### src/design/phy_mgmt_pkg.sv
/*
 * phy_mgmt_pkg: constants, states and carriers shared by the management
 * port, its station model and its testbench.
 * Assumes a 200 MHz core clock and a slow management clock from outside.
 */
package phy_mgmt_pkg;

   // -------------------------------------------------------------------
   // clocking and frame constants
   // -------------------------------------------------------------------
   localparam int CLK_PERIOD_PS    = 5000;
   localparam int MDC_MIN_EDGE_NS  = 160;   // least time between edges
   localparam int MDC_MIN_CYCLE_NS = 400;   // least like-edge spacing
   localparam int MDC_EDGE_CYCLES  = (MDC_MIN_EDGE_NS * 1000) / CLK_PERIOD_PS;
   localparam int PREAMBLE_ONES    = 32;
   localparam int HDR_BITS         = 12;    // opcode, phy and reg address
   localparam int DATA_BITS        = 16;
   localparam int TA_BITS          = 2;

   localparam logic [1:0]  OP_READ      = 2'h2;
   localparam logic [1:0]  OP_WRITE     = 2'h1;
   localparam logic [4:0]  STD_LAST_REG = 5'h06;
   localparam logic [4:0]  VND_FIRST    = 5'h10;
   localparam logic [4:0]  ANY_ADDR_REG = 5'h11;
   localparam int          ANY_ADDR_BIT = 3;
   localparam logic [15:0] UNIMPL_DATA  = 16'hFFFF;
   localparam logic [4:0]  ADDR_DEFAULT = 5'h1F;

   // -------------------------------------------------------------------
   // apb register map (byte addresses) and fields
   // -------------------------------------------------------------------
   localparam logic [7:0]  APB_STATUS = 8'h00;  // sticky events, read clears
   localparam logic [7:0]  APB_MASK   = 8'h04;  // event enables
   localparam logic [7:0]  APB_CTRL   = 8'h08;  // bit 0 port enable
   localparam logic [7:0]  APB_STRAP  = 8'h0C;  // latched straps
   localparam logic [7:0]  APB_LAST   = 8'h10;  // last frame reg and data
   localparam int          EV_WIDTH   = 3;
   localparam int          EV_WRITE   = 0;
   localparam int          EV_READ    = 1;
   localparam int          EV_FOREIGN = 2;
   localparam logic [2:0]  MASK_RESET = 3'h0;
   localparam logic        CTRL_RESET = 1'h1;
   localparam int          IRQ_MODE_BIT = 5;
   localparam int          LAST_REG_LSB = 16;

   // -------------------------------------------------------------------
   // types
   // -------------------------------------------------------------------
   typedef enum logic [2:0] {
      ST_IDLE  = 3'b000,
      ST_START = 3'b001,
      ST_HDR   = 3'b010,
      ST_TA    = 3'b011,
      ST_WDATA = 3'b100,
      ST_RDATA = 3'b101
   } frame_state_t;

   typedef struct packed {
      logic [1:0] op;
      logic [4:0] phy;
      logic [4:0] reg_addr;
   } frame_hdr_t;

   typedef struct packed {
      logic       irq_mode;   // 1: interrupt output, 0: tx extra data bit
      logic [4:0] phy_addr;
   } strap_t;

endpackage : phy_mgmt_pkg

### src/design/sync2.sv
/*
 * sync2: two flip-flop synchroniser for a bundle of independent levels.
 * Assumes each bit changes slowly compared with the core clock.
 */
`timescale 1ns/1ps
module sync2 #(
   parameter int WIDTH = 1
) (
   input  wire logic             clk_i,
   input  wire logic             ce_i,
   input  wire logic [WIDTH-1:0] d_i,
   output logic      [WIDTH-1:0] q_o
);
   logic [WIDTH-1:0] meta_reg;

   // first stage feeds only the second stage
   always_ff @(posedge clk_i) begin
      if (ce_i) begin
         meta_reg <= d_i;
         q_o      <= meta_reg;
      end
   end
endmodule // sync2

### src/design/mgmt_reg_mem.sv
/*
 * mgmt_reg_mem: storage for the management registers, one write port and
 * a registered read port.
 * Assumes the caller filters out addresses that must not be stored.
 */
`timescale 1ns/1ps
module mgmt_reg_mem #(
   parameter int DEPTH = 32,
   parameter int WIDTH = 16
) (
   input  wire logic                     clk_i,
   input  wire logic                     rst_i,
   input  wire logic                     ce_i,
   input  wire logic                     we_i,
   input  wire logic [$clog2(DEPTH)-1:0] waddr_i,
   input  wire logic [WIDTH-1:0]         wdata_i,
   input  wire logic [$clog2(DEPTH)-1:0] raddr_i,
   output logic      [WIDTH-1:0]         rdata_o
);
   logic [WIDTH-1:0] mem_reg [DEPTH];

   // storage clears on reset, read data always registered
   always_ff @(posedge clk_i) begin
      if (rst_i) begin
         for (int i = 0; i < DEPTH; i++) mem_reg[i] <= '0;
         rdata_o <= '0;
      end else if (ce_i) begin
         if (we_i) mem_reg[waddr_i] <= wdata_i;
         rdata_o <= mem_reg[raddr_i];
      end
   end
endmodule // mgmt_reg_mem

### src/design/phy_mgmt_port.sv
/*
 * phy_mgmt_port: serial management port of a transceiver with its
 * configuration straps, led polarity, shared pin role and an apb window
 * for events and status.
 * Assumes mdc and mdio come from a station outside the core clock domain
 * and that strap pins are stable while reset is held.
 */
`timescale 1ns/1ps
module phy_mgmt_port (
   input  wire logic        clk_i,
   input  wire logic        rst_i,
   input  wire logic        ce_i,
   // apb slave
   input  wire logic        psel_i,
   input  wire logic        penable_i,
   input  wire logic        pwrite_i,
   input  wire logic [7:0]  paddr_i,
   input  wire logic [31:0] pwdata_i,
   output logic      [31:0] prdata_o,
   output logic             pready_o,
   output logic             pslverr_o,
   output logic             irq_o,
   // management link
   input  wire logic        mdc_i,
   input  wire logic        mdio_i,
   output logic             mdio_o,
   output logic             mdio_oe_n_o,
   // strap and led pins
   input  wire logic        rx_data_3_i,
   input  wire logic [3:0]  led_pin_i,
   output logic      [3:0]  led_pin_o,
   output logic      [3:0]  led_oe_n_o,
   input  wire logic [3:0]  led_on_i,
   input  wire logic        general_out_1_i,
   output logic             general_out_1_o,
   output logic             general_out_1_oe_n_o,
   input  wire logic        general_out_value_i,
   // shared pin: tx extra data bit or interrupt output
   input  wire logic        shared_pin_i,
   output logic             shared_pin_o,
   output logic             shared_oe_n_o,
   output logic             tx_extra_data_bit_o,
   input  wire logic        phy_event_i
);

   // -------------------------------------------------------------------
   // pin synchronisers
   // -------------------------------------------------------------------
   localparam int NSYNC = 9;
   logic [NSYNC-1:0] pins_s;
   logic             mdc_s;
   logic             mdio_s;
   logic             rxd3_s;
   logic [3:0]       led_s;
   logic             gpo_s;
   logic             shared_s;

   sync2 #(.WIDTH(NSYNC)) u_sync (
      .clk_i (clk_i),
      .ce_i  (ce_i),
      .d_i   ({mdc_i, mdio_i, rx_data_3_i, led_pin_i, general_out_1_i,
               shared_pin_i}),
      .q_o   (pins_s)
   );
   assign {mdc_s, mdio_s, rxd3_s, led_s, gpo_s, shared_s} = pins_s;

   // -------------------------------------------------------------------
   // straps
   // -------------------------------------------------------------------
   phy_mgmt_pkg::strap_t strap_reg;
   logic                 strap_done_reg;

   // first enabled edge after reset release catches the strap levels
   always_ff @(posedge clk_i) begin
      if (rst_i) begin
         strap_reg      <= '{irq_mode: 1'b1,
                             phy_addr: phy_mgmt_pkg::ADDR_DEFAULT};
         strap_done_reg <= 1'b0;
      end else if (ce_i && !strap_done_reg) begin
         strap_reg.irq_mode <= rxd3_s;
         strap_reg.phy_addr <= {gpo_s, led_s};
         strap_done_reg     <= 1'b1;
      end
   end

   // led pins driven only after straps are caught, polarity from strap
   logic [3:0] led_pin_reg;
   logic       gpo_pin_reg;
   logic       txd_reg;
   always_ff @(posedge clk_i) begin
      if (rst_i) begin
         led_pin_reg <= 4'h0;
         gpo_pin_reg <= 1'b0;
         txd_reg     <= 1'b0;
      end else if (ce_i) begin
         led_pin_reg <= led_on_i ^ strap_reg.phy_addr[3:0];
         gpo_pin_reg <= general_out_value_i;
         txd_reg     <= shared_s & ~strap_reg.irq_mode;
      end
   end
   assign led_pin_o            = led_pin_reg;
   assign led_oe_n_o           = {4{~strap_done_reg}};
   assign general_out_1_o      = gpo_pin_reg;
   assign general_out_1_oe_n_o = ~strap_done_reg;
   assign tx_extra_data_bit_o  = txd_reg;

   // shared pin as open-drain interrupt only in interrupt mode
   logic irq_out_n;
   assign irq_out_n     = ~phy_event_i;
   assign shared_pin_o  = 1'b0;
   assign shared_oe_n_o = ~(strap_done_reg & strap_reg.irq_mode
                            & ~irq_out_n);

   // -------------------------------------------------------------------
   // management clock edges
   // -------------------------------------------------------------------
   logic mdc_d_reg;
   always_ff @(posedge clk_i) begin
      if (rst_i) mdc_d_reg <= 1'b0;
      else if (ce_i) mdc_d_reg <= mdc_s;
   end
   wire mdc_rise = ce_i & mdc_s & ~mdc_d_reg;
   wire mdc_fall = ce_i & ~mdc_s & mdc_d_reg;

   // -------------------------------------------------------------------
   // frame decode
   // -------------------------------------------------------------------
   phy_mgmt_pkg::frame_state_t   state_reg, state_next;
   logic [5:0]                   cnt_reg, cnt_next;
   logic [15:0]                  shift_reg, shift_next;
   phy_mgmt_pkg::frame_hdr_t     hdr_reg, hdr_next;
   logic                         drive_reg, drive_next;
   logic                         any_addr_reg;
   logic                         port_en_reg;
   logic [15:0]                  mem_rdata;

   wire phy_match = any_addr_reg
                  | (hdr_reg.phy == strap_reg.phy_addr);
   wire hdr_last  = (cnt_reg == 6'(phy_mgmt_pkg::HDR_BITS - 1));
   wire [4:0] reg_a = hdr_reg.reg_addr;
   wire reg_impl  = (reg_a <= phy_mgmt_pkg::STD_LAST_REG)
                  | (reg_a >= phy_mgmt_pkg::VND_FIRST);
   wire [15:0] rd_word = reg_impl ? mem_rdata
                                  : phy_mgmt_pkg::UNIMPL_DATA;
   wire is_read   = (hdr_reg.op == phy_mgmt_pkg::OP_READ);
   wire acting    = phy_match & port_en_reg;
   wire wr_fire   = (state_reg == phy_mgmt_pkg::ST_WDATA) & mdc_rise
                  & (cnt_reg == 6'(phy_mgmt_pkg::DATA_BITS - 1));
   wire wr_mem    = wr_fire & acting & reg_impl;
   wire [15:0] wr_word = {shift_reg[14:0], mdio_s};
   wire rd_fire   = (state_reg == phy_mgmt_pkg::ST_RDATA) & mdc_fall
                  & (cnt_reg == 6'(phy_mgmt_pkg::DATA_BITS));
   wire hdr_done  = (state_reg == phy_mgmt_pkg::ST_HDR) & mdc_rise
                  & hdr_last;
   wire hdr_op_ok = (hdr_next.op == phy_mgmt_pkg::OP_READ)
                  | (hdr_next.op == phy_mgmt_pkg::OP_WRITE);
   wire foreign   = hdr_done & hdr_op_ok & ~(any_addr_reg
                  | (hdr_next.phy == strap_reg.phy_addr));

   // frame walker; waits on clock edges forever, no timeout
   always_comb begin
      state_next = state_reg;
      cnt_next   = cnt_reg;
      shift_next = shift_reg;
      hdr_next   = hdr_reg;
      drive_next = drive_reg;
      unique case (state_reg)
         phy_mgmt_pkg::ST_IDLE: begin
            if (mdc_rise) begin
               if (mdio_s) begin
                  if (cnt_reg != 6'(phy_mgmt_pkg::PREAMBLE_ONES))
                     cnt_next = cnt_reg + 6'h01;
               end else if (cnt_reg == 6'(phy_mgmt_pkg::PREAMBLE_ONES)) begin
                  state_next = phy_mgmt_pkg::ST_START;
               end else begin
                  cnt_next = 6'h00;
               end
            end
         end
         phy_mgmt_pkg::ST_START: begin
            if (mdc_rise) begin
               cnt_next   = 6'h00;
               state_next = mdio_s ? phy_mgmt_pkg::ST_HDR
                                   : phy_mgmt_pkg::ST_IDLE;
            end
         end
         phy_mgmt_pkg::ST_HDR: begin
            if (mdc_rise) begin
               hdr_next = {hdr_reg[10:0], mdio_s};
               cnt_next = cnt_reg + 6'h01;
               if (hdr_last) begin
                  cnt_next   = 6'h00;
                  state_next = hdr_op_ok ? phy_mgmt_pkg::ST_TA
                                         : phy_mgmt_pkg::ST_IDLE;
               end
            end
         end
         phy_mgmt_pkg::ST_TA: begin
            if (mdc_rise) cnt_next = cnt_reg + 6'h01;
            if (is_read && !acting) begin
               cnt_next   = 6'h00;
               state_next = phy_mgmt_pkg::ST_IDLE;
            end else if (is_read && mdc_fall
                         && cnt_reg == 6'(phy_mgmt_pkg::TA_BITS - 1)) begin
               drive_next = 1'b1;
               shift_next = rd_word;
               cnt_next   = 6'h00;
               state_next = phy_mgmt_pkg::ST_RDATA;
            end else if (!is_read && mdc_rise
                         && cnt_reg == 6'(phy_mgmt_pkg::TA_BITS - 1)) begin
               cnt_next   = 6'h00;
               state_next = phy_mgmt_pkg::ST_WDATA;
            end
         end
         phy_mgmt_pkg::ST_WDATA: begin
            if (mdc_rise) begin
               shift_next = wr_word;
               cnt_next   = cnt_reg + 6'h01;
               if (wr_fire) begin
                  cnt_next   = 6'h00;
                  state_next = phy_mgmt_pkg::ST_IDLE;
               end
            end
         end
         phy_mgmt_pkg::ST_RDATA: begin
            // data changes on the fall so it is steady at the rise
            if (mdc_fall) begin
               if (rd_fire) begin
                  drive_next = 1'b0;
                  cnt_next   = 6'h00;
                  state_next = phy_mgmt_pkg::ST_IDLE;
               end else begin
                  drive_next = ~shift_reg[15];
                  shift_next = {shift_reg[14:0], 1'b0};
                  cnt_next   = cnt_reg + 6'h01;
               end
            end
         end
         default: begin
            state_next = phy_mgmt_pkg::ST_IDLE;
            cnt_next   = 6'h00;
            drive_next = 1'b0;
         end
      endcase
   end

   // frame state registers
   always_ff @(posedge clk_i) begin
      if (rst_i) begin
         state_reg <= phy_mgmt_pkg::ST_IDLE;
         cnt_reg   <= 6'h00;
         shift_reg <= 16'h0000;
         hdr_reg   <= '0;
         drive_reg <= 1'b0;
      end else if (ce_i) begin
         state_reg <= state_next;
         cnt_reg   <= cnt_next;
         shift_reg <= shift_next;
         hdr_reg   <= hdr_next;
         drive_reg <= drive_next;
      end
   end

   // open drain: pull low only for a zero bit
   assign mdio_o      = 1'b0;
   assign mdio_oe_n_o = ~drive_reg;

   // -------------------------------------------------------------------
   // management register store
   // -------------------------------------------------------------------
   mgmt_reg_mem #(.DEPTH(32), .WIDTH(16)) u_mem (
      .clk_i   (clk_i),
      .rst_i   (rst_i),
      .ce_i    (ce_i),
      .we_i    (wr_mem),
      .waddr_i (reg_a),
      .wdata_i (wr_word),
      .raddr_i (reg_a),
      .rdata_o (mem_rdata)
   );

   // copy of the respond-to-any-address bit
   always_ff @(posedge clk_i) begin
      if (rst_i) any_addr_reg <= 1'b0;
      else if (ce_i && wr_mem && reg_a == phy_mgmt_pkg::ANY_ADDR_REG)
         any_addr_reg <= wr_word[phy_mgmt_pkg::ANY_ADDR_BIT];
   end

   // -------------------------------------------------------------------
   // apb slave, events and interrupt
   // -------------------------------------------------------------------
   logic [2:0]  status_reg;
   logic [2:0]  mask_reg;
   logic [20:0] last_reg;
   wire  [2:0]  ev = {foreign, rd_fire & acting, wr_fire & acting};
   wire apb_setup = psel_i & ~penable_i;
   wire apb_acc   = psel_i & penable_i;
   wire hit_stat  = (paddr_i == phy_mgmt_pkg::APB_STATUS);
   wire hit_mask  = (paddr_i == phy_mgmt_pkg::APB_MASK);
   wire hit_ctrl  = (paddr_i == phy_mgmt_pkg::APB_CTRL);
   wire hit_strap = (paddr_i == phy_mgmt_pkg::APB_STRAP);
   wire hit_last  = (paddr_i == phy_mgmt_pkg::APB_LAST);
   wire mapped    = hit_stat | hit_mask | hit_ctrl | hit_strap | hit_last;
   wire wr_ok     = apb_acc & pwrite_i & mapped & ce_i;
   wire rd_clear  = apb_acc & ~pwrite_i & hit_stat & ce_i;
   wire [31:0] rd_mux =
        hit_stat  ? {29'h0000_0000, status_reg}
      : hit_mask  ? {29'h0000_0000, mask_reg}
      : hit_ctrl  ? {31'h0000_0000, port_en_reg}
      : hit_strap ? {26'h000_0000, strap_reg}
      : hit_last  ? {11'h000, last_reg}
      : 32'h0000_0000;

   // read data captured in the setup cycle, answer with no wait state
   always_ff @(posedge clk_i) begin
      if (rst_i) prdata_o <= 32'h0000_0000;
      else if (ce_i && apb_setup) prdata_o <= rd_mux;
   end
   assign pready_o  = 1'b1;
   assign pslverr_o = apb_acc & ~mapped;

   // control, mask, sticky status (set wins over read clear)
   always_ff @(posedge clk_i) begin
      if (rst_i) begin
         status_reg  <= 3'h0;
         mask_reg    <= phy_mgmt_pkg::MASK_RESET;
         port_en_reg <= phy_mgmt_pkg::CTRL_RESET;
         last_reg    <= 21'h00_0000;
      end else if (ce_i) begin
         // a read clears only the bits it returned; a later set stays
         status_reg <= (status_reg & ~({3{rd_clear}} & prdata_o[2:0]))
                     | ev;
         if (wr_ok && hit_mask) mask_reg <= pwdata_i[2:0];
         if (wr_ok && hit_ctrl) port_en_reg <= pwdata_i[0];
         if (wr_fire || (rd_fire && acting))
            last_reg <= {reg_a, wr_fire ? wr_word : rd_word};
      end
   end
   assign irq_o = |(status_reg & mask_reg);

endmodule // phy_mgmt_port

### config.mk
export PLATFORM = sky130hd
export DESIGN_NAME = phy_mgmt_port
export DESIGN_NICKNAME = d
export VERILOG_FILES = /design/src/design/phy_mgmt_pkg.sv /design/src/design/sync2.sv /design/src/design/mgmt_reg_mem.sv /design/src/design/phy_mgmt_port.sv
export SDC_FILE = /design/constraint.sdc
export NUM_CORES = 1
export LEC_CHECK = 0
export BUFFER_PORTS_ARGS = -buffer_cell sky130_fd_sc_hd__buf_2
export CAP_MARGIN = 20
export CORE_AREA = 4 4 323 325
export CTS_BUF_LIST = sky130_fd_sc_hd__clkbuf_16
export DETAILED_ROUTE_END_ITERATION = 6
export DIE_AREA = 0 0 327 329
export GPL_TIMING_DRIVEN = 1
export HOLD_SLACK_MARGIN = 0.06
export PLACE_DENSITY = 0.5
export SKIP_CTS_REPAIR_TIMING = 1
export SLEW_MARGIN = 10
export SYNTH_ARGS = -nofsm -noshare
export SYNTH_HDL_FRONTEND = slang
export SYNTH_HIERARCHICAL = 1
export SYNTH_SLANG_ARGS = --single-unit
### constraint.sdc
create_clock -name clk_i -period 3.2 [get_ports clk_i]
set_input_delay 0.16 -clock clk_i [delete_from_list [all_inputs] [get_ports clk_i]]
set_output_delay 0.16 -clock clk_i [all_outputs]
set_load 0.1 [all_outputs]
Word-level counts from Yosys, hierarchy flattened. Memories as Yosys holds them, arrays and structs flattened. A register that Yosys moved wholly into a read port is not among the register bits. Index checks and enable logic that the tools add are counted. W data, S select, Z words.

Flip-flop bits (word level): 131. Logic and storage cells: 209. Memories: 1. Bits in read-only memories: 0. Bits in latches: 0. Bits in writable memories: 512.

Memory list: u_mem.mem_reg (words 32, bits a word 16, rd ports 1, clocked after Yosys merged registers in 1, wr ports 32, RTL line mgmt_reg_mem.sv:20) `logic [WIDTH-1:0] mem_reg [DEPTH];`.

Eq/ne operators: 38. Muxes and demuxes: 61. Div/mod/pow operators: 0. Shifts and indexed selects: 0. $mul: 0. Add/subtract/negate cells: 1. Bitwise logic cells: 54. Reductions and logical operators: 30. Order comparisons: 2.

Operators by type and width (count): $mux W16 (8); $mux W21 (5); $mux W6 (15); $pmux W16 S3 (1); $mux W3 (13); $pmux W6 S6 (1); $and A1 B1 Y1 (28); $ne A2 B2 Y1 const B (13); $mux W12 (2); $pmux W3 S6 (1); $eq A8 B4 Y1 const B (2); $reduce_or A16 Y1 (1); $eq A6 B4 Y1 const B (2); $logic_and A1 B1 Y1 (12); $not A1 Y1 (12); $reduce_and A12 Y1 (1); $mux W1 (11); $eq A5 B5 Y1 (2); $and A3 B3 Y3 (3); $reduce_and A9 Y1 (1); $eq A8 B3 Y1 const B (1); $eq A8 B5 Y1 const B (1); $logic_not A8 Y1 (1); $or A1 B1 Y1 (8); other kinds (33) (41).

Depth between registers and ports, before layout.
Depth after elaboration: 12. Gate-level depth with buffers: 10.

By module. Netlist, hierarchy kept.

By module, submodules not included: mgmt_reg_mem (area an instance 24323.3 µm², instances 1, cells each 1776, sequential area each 15695.1 µm²); phy_mgmt_port (area an instance 5337.6 µm², instances 1, cells each 626, sequential area each 2042.0 µm²); sync2 (area an instance 540.5 µm², instances 1, cells each 18, sequential area each 540.5 µm²).

Worst setup path after synthesis. Ideal clock, no wire load.

Path type: register -> register. From: register strap_reg[0] in the netlist's numbering. To: memory u_mem.mem_reg[13][0] (enable). Period minus slack after synthesis: 2.949 ns. Path buffers: 0. Setup slack: 0.251 ns. Stages on the path, launching flop included: 10. Arrival time: 2.616 ns. Cells stage by stage: dfxtp_1 xor2_1 nor3_2 a21oi_4 or4_1 nor2_1 nor3b_1 nand3_1 nor2_1 or2_2.

RTL lines: start: declaration (RTL line phy_mgmt_port.sv:70) `phy_mgmt_pkg::strap_t strap_reg;`; start signal: assignment (RTL line phy_mgmt_port.sv:76) `strap_reg <= '{irq_mode: 1'b1,`; end: declaration (RTL line mgmt_reg_mem.sv:20).

==> flow_metrics.py <==
metrics = {
    "power_and_ir_drop": {
        "fin_total_pwr_mw": 18.3,
        "max-vdd-ir-drop_mv": 0.406,
        "p_leak_nw": 12.0,
        "power_density_nw_per_um2": 516,
    },
    "synth": {
        "synthCells": 2420,
        "synth_edf_count": 530,
        "synth_area_um2": 30200,
        "yosys_warnings": 6,
        "seq_area_frac_synth_pct": 60.5,
        "yosysUniqueCellTypes": 82,
        "syn_area_per_cell_um2": 12.5,
        "ys_async_sr_fraction_pct": 0,
        "synth_seq_cells": 648,
        "synth_ff_type": "edfxtp_1",
    },
    "drt": {
        "first_pass_iters": 6,
        "drc_errors": 0,
        "ant_nets": 0,
        "vias": 19200,
        "wl_mm": 84.8,
        "drt_iter0_markers": 1591,
        "routed_via_density": 4.83,
        "wl_per_cell_um": 21.3,
    },
    "setup_path": {
        "slowest_delay_ps": 600,
        "worst-setup-path-type": "reg2reg",
        "worstPathMaxFanout": 7,
        "start_kind": "register",
        "endpoint_kind": "register",
        "crit_arrival_ps": 3370,
        "crit_required_ps": 3510,
        "cp_cell_sequence": "xor2_1 -> nor3_2 -> a21oi_4 -> or4_1 -> nor2_1 -> and3b_1 -> nand3_1 -> buf_4 -> nor2_1 -> or2_2 -> buf_4",
        "cpMaxStageDelayCell": "or4_1",
    },
    "cells_and_area": {
        "largest_reg_flops": 512,
        "fin_nets": 2619,
        "final_cell_area_um2": 35500,
        "final_common_cell": "edfxtp_1",
        "mostFrequentLayoutCells": "edfxtp_1 (530), and2_1 (515), mux2i_1 (303), nor2_1 (153), a22oi_1 (148)",
        "layout-drive-gt1-share_pct": 15.7,
        "fin_util_pct": 35.0,
        "syn_to_final_growth_pct": 17.5,
        "n_fill_cell": 9886,
    },
    "placed_design": {
        "gp_congestion": 0.856,
        "io_buffer_count": 67,
        "place_hpwl_mm": 54.6,
        "post_dp_cell_area_um2": 33000,
    },
    "floorplanning": {
        "core.rowCount": 117,
        "num_io_pins": 111,
        "core_area_um2": 101000,
        "initial_core_util_pct": 29.8,
        "die_w_um": 327,
        "dieHeight_um": 329,
        "die_area_um2": 108000,
    },
    "global_route": {
        "grt_first_pass_wirelength_mm": 124,
        "grt_start_max_net_pins": 126,
        "grt_antenna_before_repair": 6,
        "grt_pass1_vias": 18900,
        "grtUsageTotal_pct": 15.5,
        "overflow": 0,
    },
    "sta": {
        "fmax_mhz": 327,
        "finClkSkew_ps": 18.2,
        "fin_crit_sh_pct": 95.7,
        "hold_viol": 0,
        "rsz0062_at_grt": "false",
        "setup_violations": 0,
        "slew_headroom_pct": 25.6,
        "tightest_slew_ps": 1110,
        "period_needed_ps": 3060,
        "finalSetupTns_ps": 0,
        "drv_slew": 0,
    },
    "clock_tree": {
        "htreeDepth": 3,
        "cts-root-buf": "clkbuf_16",
        "cts_made_buffers": 73,
        "cts.sinks": 648,
        "cts.clk_slew.worst_paths_ps": 60,
        "cts_tree": "done",
        "clockBufferDepth": 3,
        "clock_latency_ps": 610,
    },
    "status": {
        "outcome": "completed",
    },
    "flow_run": {
        "drv_cap": 0,
    },
    "min_path": {
        "hold_path.class": "in2reg",
    },
}
==> power breakdown <==
group          total, mW  leakage (nW)  internal (mW)  switching, mW
Combinational      0.867          4.86          0.291          0.576
Clock               7.85          1.16           4.54           3.31
Sequential          9.57          6.01           9.46          0.108
Total               18.3          12.0           14.3           3.99
==> worst max-delay path: cells and delay by family, from the launching register on <==
kind	cells	cell delay, ps
compound gates	1	100
flops	1	320
simple gates	7	1770
buf+inv	2	420
xor+xnor	1	170
==> path summary, 6_finish.rpt <==
kind / from / end / slack, ps / cells past startpoint
setup reg to reg: strap_reg[3] / u_mem/mem_reg[3][10] / 140 / 11
setup / recovery: strap_reg[3] / u_mem/mem_reg[3][10] / 140 / 11
hold reg to reg: u_sync/meta_reg[1] / u_sync/q_o[1] / 420 / 0
hold / removal: paddr_i[1] / prdata_o[0] / 80 / 5
==> synthesized netlist by cell type (3+ instances only) <==
library cell,count,share of area (%)
nand3_1,19,0.31
buf_2,10,0.17
dfxtp_1,118,7.8
edfxtp_1,530,53
nor2b_1,13,0.27
nor3_1,9,0.15
clkbuf_1,138,1.7
nand2_1,33,0.41
nor2_1,154,1.9
a22oi_1,148,3.7
a21o_1,3,0.075
a211o_1,8,0.23
or2_2,35,0.72
inv_1,25,0.31
a211oi_1,6,0.15
nand4b_1,3,0.087
nand2b_1,13,0.27
o21ai_0,11,0.18
xor2_1,6,0.17
nand3b_1,12,0.30
buf_1,10,0.12
and2_1,516,11
mux2i_1,303,10
buf_6,13,0.48
or4_1,20,0.50
a22o_1,17,0.49
a21oi_1,103,1.7
or3b_2,5,0.14
nor4_1,7,0.14
buf_4,35,0.87
xnor2_1,9,0.26
or3_1,3,0.062
a211oi_2,17,0.70
ha_1,3,0.12
and3b_1,3,0.087
a31oi_1,6,0.12
==> final cells by class <==
cell class / count / area, um2 / share of cell area [%]
Antenna cell: 5 / 12.5 / 0.0353
Clock buffer: 75 / 1880 / 5.29
Clock inverter: 54 / 337 / 0.949
Inverter: 25 / 93.8 / 0.265
Multi-Input combinational cell: 1549 / 10900 / 30.6
Sequential cell: 648 / 18300 / 51.5
Tap cell: 1368 / 1710 / 4.82
Timing Repair Buffer: 258 / 2310 / 6.51
==> logic make-up after synthesis <==
group,Yosys count,share of synthesized area [%]
AO/OA/AOI/OAI,345,8.16
XOR/XNOR,15,0.435
adder cells (fa/ha/maj),3,0.124
buffers and inverters,235,3.83
flip-flops,648,60.5
multiplexers,304,10.1
other,2,0.0249
AND/OR/NAND/NOR,868,16.8
==> layer usage <==
metal	global-route usage [%]	vias to the layer above	wire [um]
met5	0	-	0
met4	4.87	0	2440
met3	3.22	121	5360
met2	23.6	572	37900
met1	22.1	9559	39100
li1	-	8971	-
==> metrics by stage <==
stage	hold WS (ps)	std cells	setup slack, ps
after CTS	-308	3957	70.3
final	77.5	3982	138
after floorplan	259	2432	251
after detailed placement	338	3828	99.1
after global placement	336	3828	51.0
after global routing	70.5	3977	4.32
(Power assumes the default switching activity.)
